==> config.mk <==
export PLATFORM = sky130hd
export DESIGN_NAME = aad_datapath
export DESIGN_NICKNAME = d
export VERILOG_FILES = /design/src/shared/aad_pkg.sv /design/src/aad_datapath.sv
export SDC_FILE = /design/constraint.sdc
export NUM_CORES = 1
export LEC_CHECK = 0
export ABC_AREA = 1
export BUFFER_PORTS_ARGS = -buffer_cell sky130_fd_sc_hd__buf_2
export CORE_MARGIN = 1
export CORE_UTILIZATION = 52
export CTS_CLUSTER_DIAMETER = 60
export CTS_CLUSTER_SIZE = 8
export DETAILED_ROUTE_END_ITERATION = 8
export PLACE_DENSITY = 0.78
export SLEW_MARGIN = 20
export SYNTH_ARGS = -nofsm -noshare
export SYNTH_HDL_FRONTEND = slang
export SYNTH_SLANG_ARGS = --single-unit
==> constraint.sdc <==
create_clock -name CLK_SYS -period 2.3 [get_ports CLK_SYS]
set_clock_uncertainty 0.2 [all_clocks]
set_input_delay 0.46 -clock CLK_SYS [delete_from_list [all_inputs] [get_ports CLK_SYS]]
set_output_delay 0.46 -clock CLK_SYS [all_outputs]
set_load 0.02 [all_outputs]
==> src/shared/aad_pkg.sv <==
// Package with types and constants for the accumulator add and AND datapath
package aad_pkg;

  localparam int unsigned DATA_W = 8;
  localparam int unsigned NIB_W  = 4;

  localparam logic [DATA_W-1:0] ACC_RST   = 8'h00;
  localparam logic [DATA_W-1:0] ZERO_BYTE = 8'h00;

  // Operation codes presented by the decoder with a request
  typedef enum logic [2:0] {
    OP_NONE                = 3'h0,
    OP_ADD_ACC_INTO_MEMORY = 3'h1,
    OP_AND_MEM_INTO_ACC    = 3'h2,
    OP_AND_IMM_INTO_ACC    = 3'h3,
    OP_AND_ACC_INTO_MEMORY = 3'h4,
    OP_LOAD_ACC_IMM        = 3'h5
  } aad_op_t;

  // Status flags, one bit each
  typedef struct packed {
    logic overflow_flag;
    logic zero_flag;
    logic aux_carry_flag;
    logic carry_flag;
    logic signed_compare_flag;
  } aad_flags_t;

  localparam aad_flags_t FLAGS_RST = '{default: 1'b0};

  // Request from the decoder; the memory byte is the addressed data-memory operand
  typedef struct packed {
    logic              valid;
    aad_op_t           op;
    logic [DATA_W-1:0] mem_rdata;
    logic [DATA_W-1:0] imm;
  } aad_req_t;

  // Write-back towards the addressed data-memory byte
  typedef struct packed {
    logic              we;
    logic [DATA_W-1:0] wdata;
  } aad_mem_wr_t;

  // All state of the datapath
  typedef struct packed {
    logic [DATA_W-1:0] accumulator_reg;
    aad_flags_t        flags;
    aad_mem_wr_t       mem_wr;
    logic              done;
  } aad_state_t;

endpackage

==> src/aad_datapath.sv <==
// Accumulator add-into-memory and AND datapath with status flag update
`timescale 1ns/1ns
// How it works
// - Add into memory writes accumulator plus memory byte back; sets all five flags.
// - AND memory into accumulator places accumulator AND memory byte in accumulator.
// - AND memory into accumulator changes only the zero flag.
// - AND immediate stores accumulator AND immediate in accumulator; only zero flag changes.
// - AND-into-memory writes memory byte AND accumulator to that memory byte.
module aad_datapath (
  input  wire logic                             CLK_SYS,
  input  wire logic                             RST_N,
  input  wire aad_pkg::aad_req_t                REQ,
  output logic        [aad_pkg::DATA_W-1:0]     ACC_OUT,
  output aad_pkg::aad_flags_t                   FLAGS_OUT,
  output aad_pkg::aad_mem_wr_t                  MEM_WR,
  output logic                                  DONE
);

  aad_pkg::aad_state_t             st_ff;
  aad_pkg::aad_state_t             nxt_st;
  logic [aad_pkg::DATA_W:0]        sum9;
  logic [aad_pkg::NIB_W:0]         nib_sum;
  logic [aad_pkg::DATA_W-1:0]      low7_sum;
  logic [aad_pkg::DATA_W-1:0]      and_mem;
  logic [aad_pkg::DATA_W-1:0]      and_imm;
  logic                            add_ov;

  function automatic logic is_zero(input logic [aad_pkg::DATA_W-1:0] v);
    is_zero = (v == aad_pkg::ZERO_BYTE);
  endfunction

  // Carry into bit 7 is taken from a 7-bit sum so overflow needs no signed arithmetic
  always_comb begin
    sum9     = {1'b0, st_ff.accumulator_reg} + {1'b0, REQ.mem_rdata};
    nib_sum  = {1'b0, st_ff.accumulator_reg[aad_pkg::NIB_W-1:0]}
             + {1'b0, REQ.mem_rdata[aad_pkg::NIB_W-1:0]};
    low7_sum = {1'b0, st_ff.accumulator_reg[aad_pkg::DATA_W-2:0]}
             + {1'b0, REQ.mem_rdata[aad_pkg::DATA_W-2:0]};
    add_ov   = low7_sum[aad_pkg::DATA_W-1] ^ sum9[aad_pkg::DATA_W];
    and_mem  = st_ff.accumulator_reg & REQ.mem_rdata;
    and_imm  = st_ff.accumulator_reg & REQ.imm;
    nxt_st           = st_ff;
    nxt_st.mem_wr.we = 1'b0;
    nxt_st.done      = 1'b0;
    if (REQ.valid) begin
      nxt_st.done = 1'b1;
      case (REQ.op)
        aad_pkg::OP_ADD_ACC_INTO_MEMORY: begin
          nxt_st.mem_wr.we                  = 1'b1;
          nxt_st.mem_wr.wdata               = sum9[aad_pkg::DATA_W-1:0];
          nxt_st.flags.overflow_flag        = add_ov;
          nxt_st.flags.zero_flag            = is_zero(sum9[aad_pkg::DATA_W-1:0]);
          nxt_st.flags.aux_carry_flag       = nib_sum[aad_pkg::NIB_W];
          nxt_st.flags.carry_flag           = sum9[aad_pkg::DATA_W];
          // Signed compare: sign of the true result, overflow corrected
          nxt_st.flags.signed_compare_flag  = add_ov ^ sum9[aad_pkg::DATA_W-1];
        end
        aad_pkg::OP_AND_MEM_INTO_ACC: begin
          nxt_st.accumulator_reg  = and_mem;
          nxt_st.flags.zero_flag  = is_zero(and_mem);
        end
        aad_pkg::OP_AND_IMM_INTO_ACC: begin
          nxt_st.accumulator_reg  = and_imm;
          nxt_st.flags.zero_flag  = is_zero(and_imm);
        end
        aad_pkg::OP_AND_ACC_INTO_MEMORY: begin
          nxt_st.mem_wr.we        = 1'b1;
          nxt_st.mem_wr.wdata     = and_mem;
          nxt_st.flags.zero_flag  = is_zero(and_mem);
        end
        aad_pkg::OP_LOAD_ACC_IMM: begin
          // Loading the accumulator leaves every flag alone
          nxt_st.accumulator_reg = REQ.imm;
        end
        default: begin
          // Unknown codes are dropped without a pulse so the decoder may idle on them
          nxt_st.done = 1'b0;
        end
      endcase
    end
  end

  always_ff @(posedge CLK_SYS or negedge RST_N) begin
    if (!RST_N) begin
      // Clearing the strobe keeps a mid-run reset from replaying a write-back
      st_ff.accumulator_reg <= aad_pkg::ACC_RST;
      st_ff.flags           <= aad_pkg::FLAGS_RST;
      st_ff.mem_wr.we       <= 1'b0;
      st_ff.mem_wr.wdata    <= aad_pkg::ZERO_BYTE;
      st_ff.done            <= 1'b0;
    end else begin
      st_ff <= nxt_st;
    end
  end

  assign ACC_OUT   = st_ff.accumulator_reg;
  assign FLAGS_OUT = st_ff.flags;
  assign MEM_WR    = st_ff.mem_wr;
  assign DONE      = st_ff.done;

  chk_add_writes_sum: assert property (@(posedge CLK_SYS) disable iff (!RST_N)
    (REQ.valid && REQ.op == aad_pkg::OP_ADD_ACC_INTO_MEMORY) |=>
      (MEM_WR.we && MEM_WR.wdata == 8'($past(ACC_OUT) + $past(REQ.mem_rdata))
       && FLAGS_OUT.carry_flag == (({1'b0, $past(ACC_OUT)} + {1'b0, $past(REQ.mem_rdata)})
                                   > 9'h0ff)
       && ACC_OUT == $past(ACC_OUT)))
    else $error("add into memory gave wrong sum or carry");

  chk_and_mem_acc: assert property (@(posedge CLK_SYS) disable iff (!RST_N)
    (REQ.valid && REQ.op == aad_pkg::OP_AND_MEM_INTO_ACC) |=>
      (ACC_OUT == ($past(ACC_OUT) & $past(REQ.mem_rdata)) && !MEM_WR.we))
    else $error("AND memory into accumulator result wrong");

  chk_and_mem_flags: assert property (@(posedge CLK_SYS) disable iff (!RST_N)
    (REQ.valid && REQ.op == aad_pkg::OP_AND_MEM_INTO_ACC) |=>
      (FLAGS_OUT.overflow_flag == $past(FLAGS_OUT.overflow_flag)
       && FLAGS_OUT.carry_flag == $past(FLAGS_OUT.carry_flag)
       && FLAGS_OUT.aux_carry_flag == $past(FLAGS_OUT.aux_carry_flag)
       && FLAGS_OUT.signed_compare_flag == $past(FLAGS_OUT.signed_compare_flag)))
    else $error("AND memory into accumulator disturbed a flag other than zero");

  chk_and_imm_acc: assert property (@(posedge CLK_SYS) disable iff (!RST_N)
    (REQ.valid && REQ.op == aad_pkg::OP_AND_IMM_INTO_ACC) |=>
      (ACC_OUT == ($past(ACC_OUT) & $past(REQ.imm))
       && FLAGS_OUT.carry_flag == $past(FLAGS_OUT.carry_flag)
       && FLAGS_OUT.overflow_flag == $past(FLAGS_OUT.overflow_flag)))
    else $error("AND immediate result or flags wrong");

  chk_and_into_mem: assert property (@(posedge CLK_SYS) disable iff (!RST_N)
    (REQ.valid && REQ.op == aad_pkg::OP_AND_ACC_INTO_MEMORY) |=>
      (MEM_WR.we && MEM_WR.wdata == ($past(ACC_OUT) & $past(REQ.mem_rdata))
       && ACC_OUT == $past(ACC_OUT)) ##1 (!MEM_WR.we || $past(REQ.valid)))
    else $error("AND into memory write-back wrong");

  chk_zero_flag: assert property (@(posedge CLK_SYS) disable iff (!RST_N)
    (DONE && MEM_WR.we) |-> (FLAGS_OUT.zero_flag == (MEM_WR.wdata == 8'h00)))
    else $error("zero flag disagrees with memory result");

  chk_zero_acc: assert property (@(posedge CLK_SYS) disable iff (!RST_N)
    (REQ.valid && (REQ.op == aad_pkg::OP_AND_MEM_INTO_ACC
                   || REQ.op == aad_pkg::OP_AND_IMM_INTO_ACC)) |=>
      (FLAGS_OUT.zero_flag == (ACC_OUT == 8'h00)))
    else $error("zero flag disagrees with accumulator result");

  chk_idle_quiet: assert property (@(posedge CLK_SYS) disable iff (!RST_N)
    !REQ.valid |=> (!DONE && !MEM_WR.we && $stable(ACC_OUT) && $stable(FLAGS_OUT)))
    else $error("state changed without a request");

  // Flag checks below use sign and nibble arithmetic of their own, not the datapath's
  chk_add_overflow: assert property (@(posedge CLK_SYS) disable iff (!RST_N)
    (REQ.valid && REQ.op == aad_pkg::OP_ADD_ACC_INTO_MEMORY) |=>
      (FLAGS_OUT.overflow_flag == (($past(ACC_OUT[7]) == $past(REQ.mem_rdata[7]))
                                   && (MEM_WR.wdata[7] != $past(ACC_OUT[7])))))
    else $error("add into memory overflow flag wrong");

  chk_add_aux_carry: assert property (@(posedge CLK_SYS) disable iff (!RST_N)
    (REQ.valid && REQ.op == aad_pkg::OP_ADD_ACC_INTO_MEMORY) |=>
      (FLAGS_OUT.aux_carry_flag
       == (({1'b0, $past(ACC_OUT[3:0])} + {1'b0, $past(REQ.mem_rdata[3:0])}) > 5'h0f)))
    else $error("add into memory aux carry flag wrong");

  chk_add_signed_cmp: assert property (@(posedge CLK_SYS) disable iff (!RST_N)
    (REQ.valid && REQ.op == aad_pkg::OP_ADD_ACC_INTO_MEMORY) |=>
      (FLAGS_OUT.signed_compare_flag
       == ($past(ACC_OUT[7]) ^ $past(REQ.mem_rdata[7]) ^ FLAGS_OUT.carry_flag)))
    else $error("add into memory signed compare flag wrong");

  chk_add_zero: assert property (@(posedge CLK_SYS) disable iff (!RST_N)
    (REQ.valid && REQ.op == aad_pkg::OP_ADD_ACC_INTO_MEMORY) |=>
      (FLAGS_OUT.zero_flag == (MEM_WR.wdata == 8'h00)))
    else $error("add into memory zero flag wrong");

  chk_and_imm_flags: assert property (@(posedge CLK_SYS) disable iff (!RST_N)
    (REQ.valid && REQ.op == aad_pkg::OP_AND_IMM_INTO_ACC) |=>
      (FLAGS_OUT.aux_carry_flag == $past(FLAGS_OUT.aux_carry_flag)
       && FLAGS_OUT.signed_compare_flag == $past(FLAGS_OUT.signed_compare_flag)
       && !MEM_WR.we && $stable(MEM_WR.wdata)))
    else $error("AND immediate disturbed a flag or the memory byte");

  chk_and_mem_keep: assert property (@(posedge CLK_SYS) disable iff (!RST_N)
    (REQ.valid && REQ.op == aad_pkg::OP_AND_MEM_INTO_ACC) |=> $stable(MEM_WR.wdata))
    else $error("AND memory into accumulator touched the memory byte");

  chk_store_flags: assert property (@(posedge CLK_SYS) disable iff (!RST_N)
    (REQ.valid && REQ.op == aad_pkg::OP_AND_ACC_INTO_MEMORY) |=>
      (FLAGS_OUT.overflow_flag == $past(FLAGS_OUT.overflow_flag)
       && FLAGS_OUT.carry_flag == $past(FLAGS_OUT.carry_flag)
       && FLAGS_OUT.aux_carry_flag == $past(FLAGS_OUT.aux_carry_flag)
       && FLAGS_OUT.signed_compare_flag == $past(FLAGS_OUT.signed_compare_flag)))
    else $error("AND into memory disturbed a flag other than zero");

  chk_store_zero: assert property (@(posedge CLK_SYS) disable iff (!RST_N)
    (REQ.valid && REQ.op == aad_pkg::OP_AND_ACC_INTO_MEMORY) |=>
      (FLAGS_OUT.zero_flag == (($past(ACC_OUT) & $past(REQ.mem_rdata)) == 8'h00)))
    else $error("AND into memory zero flag wrong");

  chk_refused_quiet: assert property (@(posedge CLK_SYS) disable iff (!RST_N)
    (REQ.valid && (REQ.op == aad_pkg::OP_NONE || REQ.op > aad_pkg::OP_LOAD_ACC_IMM)) |=>
      (!DONE && !MEM_WR.we && $stable(ACC_OUT) && $stable(FLAGS_OUT)
       && $stable(MEM_WR.wdata)))
    else $error("refused op code changed state");

  chk_done_known: assert property (@(posedge CLK_SYS) disable iff (!RST_N)
    (REQ.valid && REQ.op >= aad_pkg::OP_ADD_ACC_INTO_MEMORY
     && REQ.op <= aad_pkg::OP_LOAD_ACC_IMM) |=> DONE)
    else $error("accepted request gave no done pulse");

  chk_we_source: assert property (@(posedge CLK_SYS) disable iff (!RST_N)
    MEM_WR.we |-> ($past(REQ.valid) && ($past(REQ.op) == aad_pkg::OP_ADD_ACC_INTO_MEMORY
                                       || $past(REQ.op) == aad_pkg::OP_AND_ACC_INTO_MEMORY)))
    else $error("memory write-back without a storing request");

  chk_wdata_holds: assert property (@(posedge CLK_SYS) disable iff (!RST_N)
    !MEM_WR.we |-> $stable(MEM_WR.wdata))
    else $error("write-back data moved without a write");

  chk_done_source: assert property (@(posedge CLK_SYS) disable iff (!RST_N)
    DONE |-> $past(REQ.valid))
    else $error("done pulse without a request");

  chk_load_keeps_flags: assert property (@(posedge CLK_SYS) disable iff (!RST_N)
    (REQ.valid && REQ.op == aad_pkg::OP_LOAD_ACC_IMM) |=>
      (ACC_OUT == $past(REQ.imm) && $stable(FLAGS_OUT) && !MEM_WR.we))
    else $error("accumulator load result or flags wrong");

endmodule // aad_datapath

Word level (Yosys, flattened, before mapping)
Index checks and enable logic that the tools add are counted.

Register bits: 23. Bits in latches: 0. Output and inout port bits: 23. RAM bits: 0. Memories kept: 0. Word-level logic and storage cells: 38. Memory bits (read-only): 0.

Equality and inequality tests: 5. $mul: 0. Div/mod/pow operators: 0. Magnitude comparators: 0. Shifts and indexed selects: 0. Reductions and logical operators: 12. Bitwise gates (word level): 4. $add $sub $neg: 3. Multiplexer cells: 5.

Operators with widths (count): zero test 8 bit (3); case mux 8 bit (3 select lines) (1); case mux 9 bit (2 select lines) (1); AND 8 bit (2); 2-to-1 mux 10 bit (1); adder 8 x 8 -> 9 bit (1); adder 7 x 7 -> 8 bit (1); AND reduction 2 bit (4); equality test 3 x 2 -> 1 bit, second input constant (2); equality test 3 bit, second input constant (2); nonzero test 3 bit (2); adder 4 x 4 -> 5 bit (1); OR reduction 5 bit (1); equality test 3 x 1 -> 1 bit, second input constant (1); case mux 1 bit (3 select lines) (1); nonzero test 2 bit (1); OR reduction 2 bit (1); XOR 1 bit (2); 2-to-1 mux 1 bit (1).

Longest topological paths before layout
Gate-level depths: netlist of the first run.

Depth in word-level cells: 4. Mapped depth: 12. Depth with buffers taken out: 12.

Worst setup path before layout of the first run
Ideal clock, no wire load.

Kind: register to register. Start: register st_ff (netlist bit ACC_OUT[0]). End: register st_ff (netlist bit FLAGS_OUT[4]). Setup slack: 0.192 ns. Required time: 2.024 ns. Arrival time: 1.832 ns. Cell stages (with the launch flop): 12. Period minus slack after synthesis: 2.108 ns. Path buffers: 0. Library setup time: 0.076 ns. Cell sequence: dfrtp_1 -> ha_1 -> fa_1 -> nand2_1 -> nand2_1 -> nand3_1 -> nand2_1 -> nand2_1 -> nand2_1 -> a21oi_1 -> nand2_1 -> o21ai_1.

Word-level cells in the longest chain between the ends: 2. Elaborated cells on any way between the ends: 3. Classes of those cells: 2 x add/sub; 1 x bitwise.

Ends and longest elaborated chain: start: declaration (line aad_datapath.sv:19) `aad_pkg::aad_state_t st_ff;`; start signal: assignment (line aad_datapath.sv:92) `st_ff <= nxt_st;`; adder 8 x 8 -> 9 bit or adder 7 x 7 -> 8 bit (tied branches) (line aad_datapath.sv:34, aad_datapath.sv:38); XOR 1 bit (*) (line aad_datapath.sv:39) `add_ov = low7_sum[aad_pkg::DATA_W-1] ^ sum9[aad_pkg::DATA_W];`.

Every way passes the cells marked *; elsewhere a longest branch is shown, timed or not. A chain may end at the register's enable or synchronous reset.

Worst setup path in the final report of the first run
Same ends and word-level chain as after synthesis.

==> results of run 1 <==
-- per-layer routing --
metal | GRT usage | part of all wire | up-vias
met5 | 0 | 0 | -
met4 | 0.0714 | 0.016 | 0
met3 | 0.0264 | 0.037 | 7
met2 | 0.417 | 0.46 | 40
met1 | 0.341 | 0.49 | 766
li1 | - | - | 875
-- stage by stage --
stage	worst slack [ns]	total power, mW
floorplan	0.192	1.06
global placement	0.0440	1.26
detailed placement	-0.0309	1.27
CTS	0.141	1.46
global route	0.0151	1.59
finish	0.177	1.47
-- flip-flops by register name, indices dropped and copies added, names as in the netlist --
name       count
MEM_WR         9
ACC_OUT        8
FLAGS_OUT      5
DONE           1
-- worst register-to-register path, delay by kind of cell, from the launching register on --
kind                     cells  cell delay, ns
AND/OR/NAND/NOR              7            0.55
adder cells (fa/ha/maj)      2            0.62
AO/OA/AOI/OAI                2            0.25
flip-flops                   1            0.41
-- Yosys cell counts (all sizes together) --
cell type and instances:
o22a 4, o21ai 19, ha 9, nand2 60
nand4 4, fa 1, nor2 33, a21oi 16
buf 3, o31ai 1, nand3 22, a41oi 4
dfrtp 23, nor3 1, nand3b 1, inv 31
a31oi 2
-- repair_timing --
item / CTS / global route
hold buffers: 1 / 0
gates resized for setup: 0 / 2
setup endpoints to repair: 0 / 3
endpoints found under the hold margin: 23 / 0
-- worst paths after layout --
kind                                  from           end  slack (ns)  cells after the start
worst max-delay path            ACC_OUT[0]  FLAGS_OUT[4]        0.18                     11
worst min-delay path               REQ[19]          DONE        0.20                      3
worst max register to register  ACC_OUT[0]  FLAGS_OUT[4]        0.18                     11
worst min register to register   MEM_WR[2]     MEM_WR[2]        0.30                      2
max in group asynchronous            RST_N  FLAGS_OUT[0]        1.12                      2
min in group asynchronous            RST_N     MEM_WR[1]        0.42                      2
-- logic make-up after synthesis --
group,after synthesis
flip-flops,23
buffers and inverters,34
adder cells (fa/ha/maj),10
AND/OR/NAND/NOR,121
AO/OA/AOI/OAI,46
-- power breakdown --
part / switching (mW) / total (mW) / internal [mW]
Sequential: 0.0664 / 0.558 / 0.491
Clock: 0.128 / 0.196 / 0.0680
Combinational: 0.456 / 0.717 / 0.262
-- layout make-up --
type | count | share of cell area
inverters | 31 | 0.0588
repair buffers | 47 | 0.124
multi-input cells | 177 | 0.485
flip-flops and latches | 23 | 0.291
well taps | 44 | 0.0278
clock buffers | 4 | 0.0133
==> flow_metrics.tcl, run 1 <==
set metrics [dict create \
    status "finished, final reports clean" \
    regArea_um2 576 \
    fmax_mhz 471 \
    num_antenna_cells 0 \
    ys_seq_elements 23 \
    num_rows 20 \
    synth_cell_types 26 \
    syn_inst 234 \
    initialDrtViolationCount 56 \
    layout_common_cells "59 x nand2_1, 44 x buf_2, 29 x nor2_1, 28 x inv_1, 23 x dfrtp_1" \
    ios 45 \
    die_x_um 58.7 \
    insertion_delay_ns 0.33 \
    slew_viol_final 0 \
    final_common_cell "nand2_1" \
    synth_nets 266 \
    worst_pin_slew_ns 0.513 \
    gp_congestion 0.924 \
    cp-start-kind "register" \
    cpMostUsedCell "nand2_1" \
    crit_arrival_ns 2.17 \
    synth_area_per_cell_um2 7.15 \
    clockBufferDepth 2 \
    syn_area_um2 1670 \
    final_cells 326 \
    root_buffer "clkbuf_4" \
    min_path_type "in2reg" \
    htreeDepth 1 \
    grt_pass1_vias 1548 \
    synth-simple-area-share 0.313 \
    wl_per_cell_um 11.8 \
    io_buffer_count 44 \
    post_cts_buffers 0 \
    die_h_um 58.7 \
    total_leakage_power_nw 1.03 \
    vdd_drop_max_mv 0.327 \
    track_usage 0.249 \
    period_share 0.923 \
    seq_area_frac_synth 0.344 \
    clkTransAtPathRegs_ns 0.14 \
    powerDensity_nw_per_um2 743 \
    tritoncts "done" \
    dp.cells 321 \
    synthMuxAreaShare 0 \
    fin_util 0.648 \
    yosys-top-cells-area "dfrtp_1 34%, nand2_1 13%, ha_1 6.7%" \
    synth_top_family_by_area "simple AND/OR/NAND/NOR gates" \
    synth_adder_area_share 0.0792 \
    crit_slowest_cell "dfrtp_1" \
    yosysTopAreaCellShare 0.344 \
    path_buf_inv 0 \
    place_hpwl_um 3090 \
    setup_viol 0 \
    nNetsFinal 315 \
    first_pass_iters 4 \
    clkSinkCount 23 \
    viasPerCell 5.18 \
    drive_above_1_share 0.223 \
    coreArea_um2 3050 \
    num_vias 1688 \
    ant_nets 0 \
    cp_top_family "adder cells" \
    initial_core_util 0.548 \
    setup_tns_ns 0 \
    fin_crit_ns 2.12 \
    cts_buffers 3 \
    crit_required_ns 2.35 \
    grt_max_degree 24 \
    placed_area_um2 1930 \
    grt_pass1_wl_um 6560 \
    fill_cells 278 \
    path_max_fanout 3 \
    yosys_warnings 0 \
    wirelength_um 3860 \
    maxCapViolCount 0 \
    grt-ovfl-total 0 \
    cp_cell_sequence "ha_1, fa_1, nand2_1, nand2_1, nand3_2, nand2_1, nand2_1, nand2_1, a21oi_2, nand2_1, o21ai_1" \
    cp_slowest_stage_delay_ns 0.41 \
    design.die.area_um2 3450 \
    holdWs_ns 0.200 \
    antenna_found_initial 0 \
    drc_errors 0 \
    crit_path_end_kind "register" \
    synth_compound_area_frac 0.176 \
    slew_headroom 0.658 \
    final_area_um2 1980 \
    rsz0062_at_grt "no" \
    path_class "reg2reg" \
    multi_input_area_um2 961 \
    hold_viol_final 0 \
    synth_top_area_cell "dfrtp_1" \
    synth-xor-area-share 0 \
    areaGrowthSynthToFinish_pct 18.2 \
]
Note: power is estimated with default switching activity, not from simulation.
==> run 2, diff against run 1 <==
- CORE_ASPECT_RATIO: unset -> 0.6
==> run 2 against run 1 <==
Compared with the run above: register-to-register slack worse by 0.03 ns; global-route usage is 2.7 points higher; maximum frequency is 1.2% lower; highest routed layer unchanged; die area is 0.21% higher; non-clock buffer count stayed put; via count is 4.9% higher; largest cell class unchanged; worst setup slack worse by 0.027 ns; largest power group unchanged.
==> flow_metrics.tcl, run 2 (synthesis results as in run 1) <==
set metrics [dict create \
    nNetsFinal 315 \
    final_common_cell "nand2_1" \
    areaGrowthSynthToFinish_pct 18.9 \
    viasPerCell 5.46 \
    hold_viol_final 0 \
    vdd_drop_max_mv 0.472 \
    grt_max_degree 24 \
    root_buffer "clkbuf_8" \
    hold_end "DONE" \
    final_area_um2 1990 \
    worstReg2RegEnd "FLAGS_OUT[4]" \
    num_antenna_cells 0 \
    fill_cells 282 \
    antenna_found_initial 0 \
    fin_crit_ns 2.15 \
    crit_arrival_ns 2.15 \
    num_rows 15 \
    fin_util 0.671 \
    maxCapViolCount 0 \
    status "finished, final reports clean" \
    clockBufferDepth 2 \
    r2r_cells 11 \
    clkTransAtPathRegs_ns 0.09 \
    io_buffer_count 44 \
    ant_nets 0 \
    path_max_fanout 3 \
    post_cts_buffers 0 \
    ios 45 \
    timing.final.ws_setup_ns 0.150 \
    placed_area_um2 1930 \
    clkSinkCount 23 \
    grt_pass1_wl_um 7000 \
    worst_pin_slew_ns 0.555 \
    coreArea_um2 2970 \
    num_vias 1770 \
    setup_viol 0 \
    slew_headroom 0.630 \
    drc_errors 0 \
    die_h_um 46.0 \
    largest_register_ffs 9 \
    regArea_um2 576 \
    min_from "REQ[19]" \
    layout_common_cells "59 x nand2_1, 44 x buf_2, 29 x nor2_1, 28 x inv_1, 23 x dfrtp_1" \
    holdPathStages 3 \
    min_path_type "in2reg" \
    place_hpwl_um 3390 \
    initialDrtViolationCount 190 \
    track_usage 0.276 \
    period_share 0.935 \
    grt-ovfl-total 0 \
    cp-start-kind "register" \
    drive_above_1_share 0.220 \
    wirelength_um 4370 \
    first_pass_iters 6 \
    gp_congestion 0.904 \
    rrSetupSlack_ns 0.15 \
    crit_path_end_kind "register" \
    cts_buffers 3 \
    crit_required_ns 2.30 \
    tritoncts "done" \
    total_leakage_power_nw 1.04 \
    pre_cts_slack_ns -0.0476 \
    die_x_um 75.3 \
    htreeDepth 1 \
    worstReg2RegStart "ACC_OUT[0]" \
    wl_per_cell_um 13.5 \
    slew_viol_final 0 \
    initial_core_util 0.565 \
    fmax_mhz 465 \
    grt_pass1_vias 1511 \
    design.die.area_um2 3460 \
    powerDensity_nw_per_um2 783 \
    path_class "reg2reg" \
    insertion_delay_ns 0.27 \
    multi_input_area_um2 956 \
    holdWs_ns 0.271 \
]
[run 2: cell counts in the layout (fill, tap and decap cells not counted)]
Identical to the previous run, type by type.
[run 2: routing by layer]
layer / global-route usage / vias to the layer above / share of wire
met1: 0.421 / 778 / 0.48
li1: - / 879 / -
met2: 0.413 / 107 / 0.41
met4: 0.0444 / 0 / 0.0043
met3: 0.0509 / 6 / 0.11
met5: 0 / - / 0
[run 2: layout make-up]
class	instances	share of cell area
Tap cell	42	0.0264
Timing Repair Buffer	47	0.123
Clock buffer	4	0.0226
Sequential cell	23	0.289
Inverter	31	0.0585
Multi-Input combinational cell	177	0.480
[run 2: worst max-delay path by stage]
| stage | startpoint | end | cells past startpoint |
|---|---|---|---|
| global placement | REQ[8] | FLAGS_OUT[4] | 12 |
| CTS | ACC_OUT[0] | FLAGS_OUT[4] | 11 |
| finish | ACC_OUT[0] | FLAGS_OUT[4] | 11 |
| floorplan | ACC_OUT[0] | FLAGS_OUT[4] | 11 |
| detailed placement | REQ[8] | FLAGS_OUT[4] | 12 |
| global route | ACC_OUT[0] | FLAGS_OUT[4] | 11 |
[run 2: what timing repair did]
item / CTS / global route
hold buffers: 1 / 0
endpoints found under the hold margin: 23 / 0
resized for setup: 0 / 1
setup endpoints to repair: 0 / 1
[run 2: power breakdown]
part / switching (mW) / internal, mW / total, mW
clock network: 0.140 / 0.124 / 0.264
registers: 0.0641 / 0.492 / 0.556
logic: 0.478 / 0.262 / 0.739
[run 2: worst max-delay path, cell delays in order, from the launching register on]
cell and delay (ns):
dfrtp_1 0.39, ha_1 0.22, fa_1 0.38, nand2_1 0.11
nand2_1 0.10, nand3_1 0.11, nand2_1 0.06, nand2_1 0.08
nand2_1 0.08, a21oi_2 0.20, nand2_1 0.07, o21ai_1 0.07
[run 2: through the flow]
| stage | total power, mW | TNS [ns] | std cells |
|---|---|---|---|
| after floorplan | 1.06 | 0 | 234 |
| after global placement | 1.27 | 0 | 319 |
| after detailed placement | 1.28 | -0.0476 | 319 |
| after CTS | 1.55 | 0 | 324 |
| after global routing | 1.68 | -0.00543 | 324 |
| final | 1.56 | 0 | 324 |
==> run 3, diff against run 2 <==
- PLACE_DENSITY: 0.78 -> 0.89
==> run 3 against run 2 <==
Compared with the run above: via count decreased by 1.2%; non-clock buffer count unchanged; critical endpoint unchanged; final area increased by 0.13%; global-route usage decreased by 0.32 points; power decreased by 0.50%; critical path type unchanged; clock power about the same; first-iteration DRC count decreased by 41%; sequential power about the same; critical path depth unchanged.
==> flow_metrics.tcl, run 3 (synthesis results as in run 1) <==
set metrics [dict create \
    htreeDepth 1 \
    cp-start-kind "register" \
    die_x_um 75.3 \
    ios 45 \
    initial_core_util 0.565 \
    min_path_type "in2reg" \
    critPathLaunch "ACC_OUT[0]" \
    final_common_cell "nand2_1" \
    cts_buffers 3 \
    path_class "reg2reg" \
    drc_errors 0 \
    status "finished, final reports clean" \
    grt_max_degree 24 \
    pre_cts_slack_ns -0.0420 \
    worstReg2RegStart "ACC_OUT[0]" \
    areaGrowthSynthToFinish_pct 19.1 \
    clkTransAtPathRegs_ns 0.09 \
    clkSinkCount 23 \
    nNetsFinal 315 \
    design.die.area_um2 3460 \
    grt-ovfl-total 0 \
    power_mw 1.55 \
    drive_above_1_share 0.223 \
    root_buffer "clkbuf_8" \
    viasPerCell 5.40 \
    fin_crit_ns 2.10 \
    maxCapViolCount 0 \
    slew_viol_final 0 \
    worst_pin_slew_ns 0.522 \
    crit_slowest_cell "dfrtp_1" \
    num_antenna_cells 0 \
    period_share 0.912 \
    worstReg2RegEnd "FLAGS_OUT[4]" \
    rsz0062_at_grt "no" \
    hold_viol_final 0 \
    num_rows 15 \
    place_hpwl_um 3330 \
    cp_top_family "simple AND/OR/NAND/NOR gates" \
    num_vias 1749 \
    grt_pass1_vias 1521 \
    cp_slowest_stage_delay_ns 0.39 \
    grt_pass1_wl_um 6940 \
    vdd_drop_max_mv 0.392 \
    insertion_delay_ns 0.27 \
    wirelength_um 4290 \
    crit_required_ns 2.30 \
    r2r_cells 11 \
    largest_register_ffs 9 \
    initialDrtViolationCount 112 \
    path_depth 11 \
    post_cts_buffers 0 \
    path_max_fanout 3 \
    coreArea_um2 2970 \
    crit_path_end_kind "register" \
    gp_congestion 0.898 \
    slew_headroom 0.652 \
    antenna_found_initial 0 \
    tritoncts "done" \
    ant_nets 0 \
    path_buf_inv 0 \
    clockBufferDepth 2 \
    dp.cells 319 \
    endpoint "FLAGS_OUT[4]" \
    final_cells 324 \
    die_h_um 46.0 \
    setup_viol 0 \
    track_usage 0.273 \
    first_pass_iters 5 \
    cpMostUsedCell "nand2_1" \
    cp_cell_sequence "ha_2, fa_1, nand2_1, nand2_1, nand3_1, nand2_1, nand2_1, nand2_1, a21oi_2, nand2_1, o21ai_1" \
    total_leakage_power_nw 1.04 \
    io_buffer_count 44 \
    timing.final.ws_setup_ns 0.201 \
    powerDensity_nw_per_um2 778 \
    fmax_mhz 476 \
    crit_arrival_ns 2.10 \
    wl_per_cell_um 13.2 \
    layout_common_cells "59 x nand2_1, 44 x buf_2, 29 x nor2_1, 28 x inv_1, 23 x dfrtp_1" \
    fill_cells 296 \
    rrSetupSlack_ns 0.20 \
]
run 3: cell counts in the layout (fill, tap and decap cells not counted):
No cell type changed its count.
run 3: per-stage QoR:
stage               hold slack, ns  cell area [um^2]  utilization  setup TNS, ns
floorplan                  -0.0356              1670            -              0
CTS                          0.259              1990        0.670              0
global route                 0.272              1990        0.672              0
finish                       0.260              1990        0.672              0
detailed placement           0.267              1930        0.651        -0.0477
global placement             0.261              1930        0.651              0
run 3: cell type report:
type,count,area (um^2),share of cell area
multi-input cells,177,958,0.481
clock buffers,4,45.0,0.0226
repair buffers,47,245,0.123
flip-flops and latches,23,576,0.289
inverters,31,116,0.0584
well taps,42,52.6,0.0264
run 3: routing by layer:
metal | vias to the layer above | track usage | routed length [um]
li1 | 876 | - | -
met1 | 789 | 0.398 | 2180
met2 | 80 | 0.414 | 1780
met3 | 4 | 0.0774 | 321
met4 | 0 | 0.0333 | 12
met5 | - | 0 | 0
run 3: how the worst min path moves through the flow:
| stage | from | slack [ns] | end | cells after the start |
|---|---|---|---|---|
| 6_report | REQ[19] | 0.26 | DONE | 3 |
| 5_1_grt | REQ[19] | 0.27 | DONE | 3 |
| 4_1_cts | REQ[19] | 0.26 | DONE | 3 |
| 3_5_place_dp | RST_N | 0.27 | ACC_OUT[0] | 1 |
| 3_3_place_gp | RST_N | 0.26 | ACC_OUT[0] | 1 |
| 2_1_floorplan | RST_N | -0.04 | ACC_OUT[0] | 0 |
run 3: worst reg2reg max path, delay by kind of cell, from the launching register on:
family,cells,cell delay (ns)
and+or+nand+nor,7,0.61
AOI/OAI and AO/OA,2,0.26
DFF,1,0.39
adders and majority gates,2,0.57
run 3: report_power, final:
group	internal, mW	total [mW]	switching [mW]
combinational	0.263	0.730	0.467
clock	0.124	0.263	0.139
sequential	0.492	0.559	0.0667
total	0.879	1.55	0.673
run 3: what timing repair did:
action | 4_1_cts | 5_1_grt
endpoints found under the hold margin | 23 | 0
setup endpoints to repair | 0 | 2
hold buffers | 1 | 0
resized for setup | 0 | 2
